--- src/core/sdwl_pkg.sv ---
// package: widths, codes and structs for the serial dac word loader
package sdwl_pkg;
    localparam int WORD_W = 16;
    localparam int SEG_BITS = 4;
    localparam int SEG_N = 15;
    localparam int LADDER_W = 12;
    localparam logic [15:0] MIDSCALE_CODE = 16'h8000;
    localparam logic [15:0] ZERO_CODE = 16'h0000;
    // segment controls for the midscale code: top nibble 8 closes eight switches
    localparam logic [14:0] SEG_MID_CODE = 15'h00FF;
    // serial clock limit and the bench clock frequency
    localparam int SCLK_MAX_MHZ = 50;
    localparam int CLK_MHZ = 200;
    typedef struct packed {
        logic frame_n;
        logic sclk;
        logic sdata;
        logic update_strobe_n;
        logic midscale_restore_n;
    } sdwl_pins_t;
    typedef struct packed {
        logic [SEG_N-1:0] segment_switch_controls;
        logic [LADDER_W-1:0] ladder_switch_controls;
    } sdwl_switch_t;
endpackage

--- src/core/sdwl_loader.sv ---
// serial word loader: shift register, dac register and switch decode
`timescale 1ns/100ps
module sdwl_loader
    import sdwl_pkg::*;
(
    // clock, reset, enable
    input wire logic clk,
    input wire logic rst,
    input wire logic ce,
    // configuration
    input wire logic bipolar_mode,
    input wire logic short_word_mode,
    // serial link pins
    input wire sdwl_pins_t pins,
    // dac outputs
    output sdwl_switch_t switches,
    output logic [WORD_W-1:0] dac_code
);
    // synchronised pin levels
    logic frame_n_s;
    logic sclk_s;
    logic sdata_s;
    logic strobe_n_s;
    logic restore_n_s;

    logic [WORD_W-1:0] shift_r;
    logic [WORD_W-1:0] dac_r;
    logic strobe_armed_r;
    logic [WORD_W-1:0] load_word;

    // one-cycle edge pulses
    logic sclk_rise;
    logic frame_rise;
    logic strobe_fall;
    logic restore_fall;
    logic [SEG_N-1:0] therm;
    logic [WORD_W-1:0] dac_nxt;

    // link pins: two flops into this domain, then an edge stage
    sdwl_sync_edge #(.IDLE(1'b1)) u_sync_frame
    (
        .clk(clk),
        .rst(rst),
        .ce(ce),
        .pin_in(pins.frame_n),
        .level(frame_n_s),
        .rise(frame_rise),
        .fall()
    );

    sdwl_sync_edge #(.IDLE(1'b1)) u_sync_sclk
    (
        .clk(clk),
        .rst(rst),
        .ce(ce),
        .pin_in(pins.sclk),
        .level(sclk_s),
        .rise(sclk_rise),
        .fall()
    );

    sdwl_sync_edge #(.IDLE(1'b1)) u_sync_sdata
    (
        .clk(clk),
        .rst(rst),
        .ce(ce),
        .pin_in(pins.sdata),
        .level(sdata_s),
        .rise(),
        .fall()
    );

    // strobe pins
    sdwl_sync_edge #(.IDLE(1'b1)) u_sync_strobe
    (
        .clk(clk),
        .rst(rst),
        .ce(ce),
        .pin_in(pins.update_strobe_n),
        .level(strobe_n_s),
        .rise(),
        .fall(strobe_fall)
    );

    sdwl_sync_edge #(.IDLE(1'b1)) u_sync_restore
    (
        .clk(clk),
        .rst(rst),
        .ce(ce),
        .pin_in(pins.midscale_restore_n),
        .level(restore_n_s),
        .rise(),
        .fall(restore_fall)
    );

    // shift chain has no reset, contents start undefined
    // extra bits push the oldest out; short frames keep old ones
    always_ff @(posedge clk)
    begin
        if (ce && sclk_rise && !frame_n_s)
        begin
            shift_r <= {shift_r[WORD_W-2:0], sdata_s};
        end
    end

    // 12-bit words sit msb-aligned; low nibble reads zero
    assign load_word = short_word_mode ? {shift_r[LADDER_W-1:0], 4'h0} : shift_r;

    // strobe may load only once a frame has closed since the last strobe load
    always_ff @(posedge clk)
    begin
        if (rst)
        begin
            strobe_armed_r <= 1'b0;
        end
        else if (ce)
        begin
            if (frame_rise)
            begin
                strobe_armed_r <= 1'b1;
            end
            else if (strobe_fall && restore_n_s)
            begin
                strobe_armed_r <= 1'b0;
            end
        end
    end

    always_comb
    begin
        dac_nxt = dac_r;
        // restore outranks any load in the same cycle
        if (restore_fall)
        begin
            dac_nxt = MIDSCALE_CODE;
        end
        else if (frame_rise && !strobe_n_s && restore_n_s)
        begin
            dac_nxt = load_word;
        end
        else if (strobe_fall && strobe_armed_r && frame_n_s && restore_n_s)
        begin
            dac_nxt = load_word;
        end
    end

    // reset code: midscale 16'h8000 in both unipolar and bipolar mode
    always_ff @(posedge clk)
    begin
        if (rst)
        begin
            dac_r <= MIDSCALE_CODE;
        end
        else if (ce)
        begin
            dac_r <= dac_nxt;
        end
    end

    // thermometer: switch k on when top nibble exceeds k
    sdwl_therm #(.IN_W(SEG_BITS), .OUT_N(SEG_N)) u_therm
    (
        .code(dac_nxt[WORD_W-1 -: SEG_BITS]),
        .therm(therm)
    );

    // switch controls follow the next dac code
    always_ff @(posedge clk)
    begin
        if (rst)
        begin
            switches.segment_switch_controls <= SEG_MID_CODE;
            switches.ladder_switch_controls <= MIDSCALE_CODE[LADDER_W-1:0];
        end
        else if (ce)
        begin
            switches.segment_switch_controls <= therm;
            switches.ladder_switch_controls <= dac_nxt[LADDER_W-1:0];
        end
    end

    // dac code output
    always_ff @(posedge clk)
    begin
        if (rst)
        begin
            dac_code <= MIDSCALE_CODE;
        end
        else if (ce)
        begin
            dac_code <= dac_nxt;
        end
    end

    logic unused_bip;
    assign unused_bip = bipolar_mode;
endmodule

// two flops bring a pin into the clock domain; a third holds the last level
module sdwl_sync_edge
    import sdwl_pkg::*;
#(
    parameter logic IDLE = 1'b1
)
(
    // clock, reset, enable
    input wire logic clk,
    input wire logic rst,
    input wire logic ce,
    // raw pin
    input wire logic pin_in,
    // synchronised level and its edges
    output logic level,
    output logic rise,
    output logic fall
);
    logic meta_r;
    logic sync_r;
    logic last_r;

    // first stage may go metastable; only the second stage reads it
    always_ff @(posedge clk)
    begin
        if (rst)
        begin
            meta_r <= IDLE;
        end
        else if (ce)
        begin
            meta_r <= pin_in;
        end
    end

    // second stage: the settled level
    always_ff @(posedge clk)
    begin
        if (rst)
        begin
            sync_r <= IDLE;
        end
        else if (ce)
        begin
            sync_r <= meta_r;
        end
    end

    // reset to the idle level so no false edge follows reset
    always_ff @(posedge clk)
    begin
        if (rst)
        begin
            last_r <= IDLE;
        end
        else if (ce)
        begin
            last_r <= sync_r;
        end
    end

    assign level = sync_r;
    assign rise = sync_r && !last_r;
    assign fall = !sync_r && last_r;
endmodule

// thermometer decode of a small code
module sdwl_therm
    import sdwl_pkg::*;
#(
    parameter int IN_W = SEG_BITS,
    parameter int OUT_N = SEG_N
)
(
    // binary code in
    input wire logic [IN_W-1:0] code,
    // one control per segment
    output logic [OUT_N-1:0] therm
);
    // switch k closes once the code passes k
    for (genvar k = 0; k < OUT_N; k++)
    begin : g_seg
        assign therm[k] = (code > IN_W'(k));
    end
endmodule

--- config.mk ---
export PLATFORM = sky130hd
export DESIGN_NAME = sdwl_loader
export DESIGN_NICKNAME = d
export VERILOG_FILES = /design/src/core/sdwl_pkg.sv /design/src/core/sdwl_loader.sv
export SDC_FILE = /design/constraint.sdc
export NUM_CORES = 1
export LEC_CHECK = 0
export BUFFER_PORTS_ARGS = -buffer_cell sky130_fd_sc_hd__buf_4
export CORE_ASPECT_RATIO = 2
export CORE_MARGIN = 2
export CORE_UTILIZATION = 30
export DETAILED_ROUTE_END_ITERATION = 10
export PLACE_DENSITY = 0.45
export RECOVER_POWER = 50
export SYNTH_ARGS = -nofsm -noshare
export SYNTH_HDL_FRONTEND = slang
export SYNTH_HIERARCHICAL = 1
export SYNTH_SLANG_ARGS = --single-unit
--- constraint.sdc ---
create_clock -name clk -period 2.4 [get_ports clk]
set_clock_uncertainty 0.2 [all_clocks]
set_input_delay 0.36 -clock clk [delete_from_list [all_inputs] [get_ports clk]]
set_output_delay 0.36 -clock clk [all_outputs]
set_load 0.05 [all_outputs]
; Yosys cells after proc, flatten, opt, wreduce, memory -nomap -nowiden
; Index checks and enable logic that the tools add are counted.
[totals]
register_bits = 74
input_bits = 10
output_inout_bits = 43
[op_classes]
magnitude_cmp = 15
mux = 6
reduce_logical = 19
[ops]
columns = op, count
row1 = 16-bit two-way mux, 4
row2 = 4-bit greater-than comparator (second input constant), 7
row3 = 4-bit by 3-bit greater-than comparator with 1-bit output (second input constant), 4
row4 = 1-bit logical AND, 12
row5 = 4-bit by 1-bit greater-than comparator with 1-bit output (second input constant), 2
row6 = 4-bit by 2-bit greater-than comparator with 1-bit output (second input constant), 2
row7 = 1-bit zero test, 5
row8 = 1-bit two-way mux, 2
row9 = 2-bit AND reduction, 1
row10 = 2-bit nonzero test, 1

; Depth between registers and ports, before layout
[logic_depth]
ltp_word = 9
mapped_depth = 9

; Modules after synthesis
; Netlist, hierarchy kept.
[modules_own_cells]
columns = mod, n_inst, cells_each, area_per_inst_um2, seq_area_each_um2
row1 = sdwl_loader, 1, 163, 2001.9, 1121.1
row2 = sdwl_sync_edge, 5, 11, 117.6, 60.1
row3 = sdwl_therm, 1, 24, 140.1, 0.0

; Worst setup path after synthesis
; OpenSTA, ideal clock, no wires.
[synth_timing]
path_kind = input port to flip-flop
start = input short_word_mode
end = register switches[13] (netlist name)
setup_time_ns = 0.130
t_arrival_ns = 1.783
setup_slack_ns = 0.287
cell_stages = 8
n_path_buf = 2
path_cell_list = buf_2 mux2_2 a21oi_1 nor3_1 buf_6 or3_1 mux2i_1 nand2_1
[synth_between]
elab_chain_cells = 5
[synth_lines]
columns = item, line
row1 = start: declaration, sdwl_loader.sv:12  ; input wire logic short_word_mode,
row2 = 16-bit two-way mux *, sdwl_loader.sv:107  ; assign load_word = short_word_mode ? {shift_r[LADDER_W-1:0], 4'h0} : shift_r;
row3 = 16-bit two-way mux, sdwl_loader.sv:141  ; else if (strobe_fall && strobe_armed_r && frame_n_s && restore_n_s)
row4 = 16-bit two-way mux *, sdwl_loader.sv:137  ; else if (frame_rise && !strobe_n_s && restore_n_s)
row5 = 16-bit two-way mux *, sdwl_loader.sv:133  ; if (restore_fall)
row6 = via dac_nxt[13], sdwl_loader.sv:37  ; logic [WORD_W-1:0] dac_nxt;
row7 = 4-bit by 1-bit greater-than comparator with 1-bit output *, sdwl_loader.sv:281  ; assign therm[k] = (code > IN_W'(k));
row8 = via therm[1], sdwl_loader.sv:36  ; logic [SEG_N-1:0] therm;
row9 = end: declaration, sdwl_loader.sv:16  ; output sdwl_switch_t switches,
; The timed path passes the listed nets; every way through them passes the cells marked *.
; A chain may end at the register's enable or synchronous reset.

; Final worst setup path
[layout_timing]
start = register u_sync_restore.sync_r, in the netlist u_sync_restore/level
end = register switches[0] (netlist name)
[layout_rtl]
columns = item, line
row1 = start: declaration, sdwl_loader.sv:218  ; logic sync_r;
row2 = start signal: assignment, sdwl_loader.sv:243  ; sync_r <= meta_r;
row3 = 1-bit zero test, sdwl_loader.sv:262  ; assign fall = !sync_r && last_r;
row4 = 1-bit logical AND, sdwl_loader.sv:262
row5 = via restore_fall, sdwl_loader.sv:35  ; logic restore_fall;
row6 = 16-bit two-way mux, sdwl_loader.sv:133
; The timed path passes the listed nets, and every way through them passes these cells.

==> results_dict.tcl <==
set metrics [dict create \
    row_count 48 \
    p_per_area_nw_per_um2 779 \
    die_area_um2 9670 \
    vias 1866 \
    overflow 0 \
    num-nets-final 292 \
    rsz0062_at_grt "no" \
    ir_drop_mv 0.461 \
    syn_inst 233 \
    final_cell_area_um2 3290 \
    die_w_um 70.6 \
    setup_viol 0 \
    final_common_cell "dfxtp_1" \
    placed_area_um2 3070 \
    post_cts_buffers 0 \
    avgSynthCellArea_um2 11.4 \
    drc_errors 0 \
    hold_viol 0 \
    rr_worst_depth 4 \
    p_clk_share_pct 49.0 \
    cp_data_arrival_time_ns 2.23 \
    first_iter_violations 87 \
    ys_warn_count 6 \
    setup_tns_ns 0 \
    core-area_um2 8650 \
    nFillCells 898 \
    antenna_found_initial 0 \
    cap_violations 0 \
    htreeDepth 3 \
    hpwl_mm 4.26 \
    reg2reg_slack_ns 0.19 \
    clock_path_buffers 2 \
    slew_viol_final 0 \
    io_buffers 51 \
    clk_latency_ns 0.32 \
    cp-startpoint "u_sync_restore/level$_SDFFE_PP1P_" \
    antenna_left 0 \
    seq_power_share_pct 43.3 \
    drive_gt1_share_pct 24.4 \
    final_cell_mix "dfxtp_1, buf_4, mux2i_1, clkbuf_1, nor2b_1" \
    max-slew-margin-rel_pct 11.5 \
    fmaxAchievable_mhz 452 \
    leakagePower_nw 1.31 \
    place_inst 371 \
    track_usage_pct 12.9 \
    grt_pass1_wl_mm 9.34 \
    die_h_um 137 \
    wl_mm 6.04 \
    tightest_slew_ns 1.33 \
    drt_first_pass_iters 4 \
    endpoint "switches[0]$_SDFFE_PP0P_" \
    fin_crit_sh_pct 92.1 \
    post_cts_resized 0 \
    post-route-min-period_ns 2.21 \
    p_sw_share_pct 21.9 \
    internal-power_mw 2.00 \
    slowest_stage "a311o_4" \
    critPathMaxFanout 15 \
    clkTransAtPathRegs_ns 0.05 \
    r2r-end "switches[0]$_SDFFE_PP0P_" \
    initial_utilization_pct 30.7 \
    hp-class "in -> reg" \
    final_cells 387 \
    fin_total_pwr_mw 2.56 \
    synthToLayoutAreaGrowth_pct 23.9 \
    syn-cell-area_um2 2660 \
    cts_made_buffers 9 \
    synth_nets 243 \
    wire_per_inst_um 15.6 \
    root_buffer "clkbuf_16" \
    ios 53 \
    worstPathRequired_ns 2.42 \
    cp_cell_sequence "nor2b_1, nor2_1, a311o_4, a22o_2" \
    cts_sinks 62 \
    cpPeakStageDelay_ns 0.54 \
    comb_power_share_pct 7.7 \
    outcome "finished, final reports clean" \
    antennaDiodeCount 0 \
    criticalPathCategory "reg -> reg" \
    cts_hold_buffers 0 \
    grt_pass1_vias 1791 \
    p_sw_mw 0.561 \
    cts_tree "done" \
    critPathCaptureType "register" \
    grt_max_degree 32 \
    viasPerCell 4.82 \
    gp_congestion 0.816 \
    reg2reg_from "u_sync_restore/level$_SDFFE_PP1P_" \
    critPathLaunchType "register" \
]
## critical path: cells and delay by family (launching register included)
| family | cells | cell delay (ns) |
|---|---|---|
| flip-flops | 1 | 0.40 |
| AO/OA/AOI/OAI | 2 | 0.82 |
| AND/OR/NAND/NOR | 2 | 0.68 |
## per-stage QoR
step | hold slack (ns) | setup WS, ns | utilization (%)
2_1_floorplan | 0.201 | 0.287 | -
3_3_place_gp | 0.209 | 0.145 | 35.5
3_5_place_dp | 0.223 | 0.130 | 35.5
4_1_cts | 0.0335 | 0.165 | 38.9
5_1_grt | 0.0361 | 0.0229 | 38.1
6_report | 0.0441 | 0.189 | 38.1
## power groups by stage
stage	Combinational [mW]	Sequential, mW	Clock [mW]
after global placement	0.203	1.13	0
after detailed placement	0.204	1.13	0
after global routing	0.215	1.11	1.34
after CTS	0.205	1.11	1.30
final	0.197	1.11	1.26
after floorplan	0.123	1.15	0
## registers in the layout (all words and copies together) (netlist names)
register / count
u_sync_frame/meta_r: 1
u_sync_frame/last_r: 1
u_sync_strobe/meta_r: 1
u_sync_sdata/meta_r: 1
u_sync_restore/last_r: 1
u_sync_strobe/last_r: 1
u_sync_restore/level: 1
u_sync_strobe/level: 1
u_sync_restore/meta_r: 1
switches: 26
u_sync_frame/level: 1
u_sync_sdata/level: 1
u_sync_sclk/level: 1
dac_code: 5
strobe_armed_r: 1
u_sync_sclk/last_r: 1
shift_r: 16
u_sync_sclk/meta_r: 1
## area by class of cell
| type | count | area [um2] | share of cell area, % |
|---|---|---|---|
| Clock buffer | 14 | 254 | 7.72 |
| Clock inverter | 2 | 35.0 | 1.06 |
| Inverter | 4 | 15.0 | 0.456 |
| Multi-Input combinational cell | 144 | 1070 | 32.6 |
| Sequential cell | 62 | 1400 | 42.6 |
| Tap cell | 100 | 125 | 3.80 |
| Timing Repair Buffer | 61 | 387 | 11.7 |
## layer usage
| layer | global-route usage [%] | routed length, um |
|---|---|---|
| met4 | 6.60 | 110 |
| met3 | 3.39 | 218 |
| met1 | 13.5 | 2400 |
| met2 | 23.5 | 3310 |
| met5 | 0 | 0 |
## worst min path at each step
stage | from | to | cells after the start
final | pins[3] | u_sync_sclk/meta_r$_SDFFE_PP1P_ | 2
after global routing | pins[4] | u_sync_frame/meta_r$_SDFFE_PP1P_ | 2
after CTS | pins[0] | u_sync_restore/meta_r$_SDFFE_PP1P_ | 2
after detailed placement | u_sync_sdata/level$_SDFFE_PP1P_ | shift_r[0]$_DFFE_PP_ | 0
after global placement | u_sync_sdata/level$_SDFFE_PP1P_ | shift_r[0]$_DFFE_PP_ | 0
after floorplan | u_sync_sdata/level$_SDFFE_PP1P_ | shift_r[0]$_DFFE_PP_ | 0
Note: power is estimated with default switching activity, not from simulation.
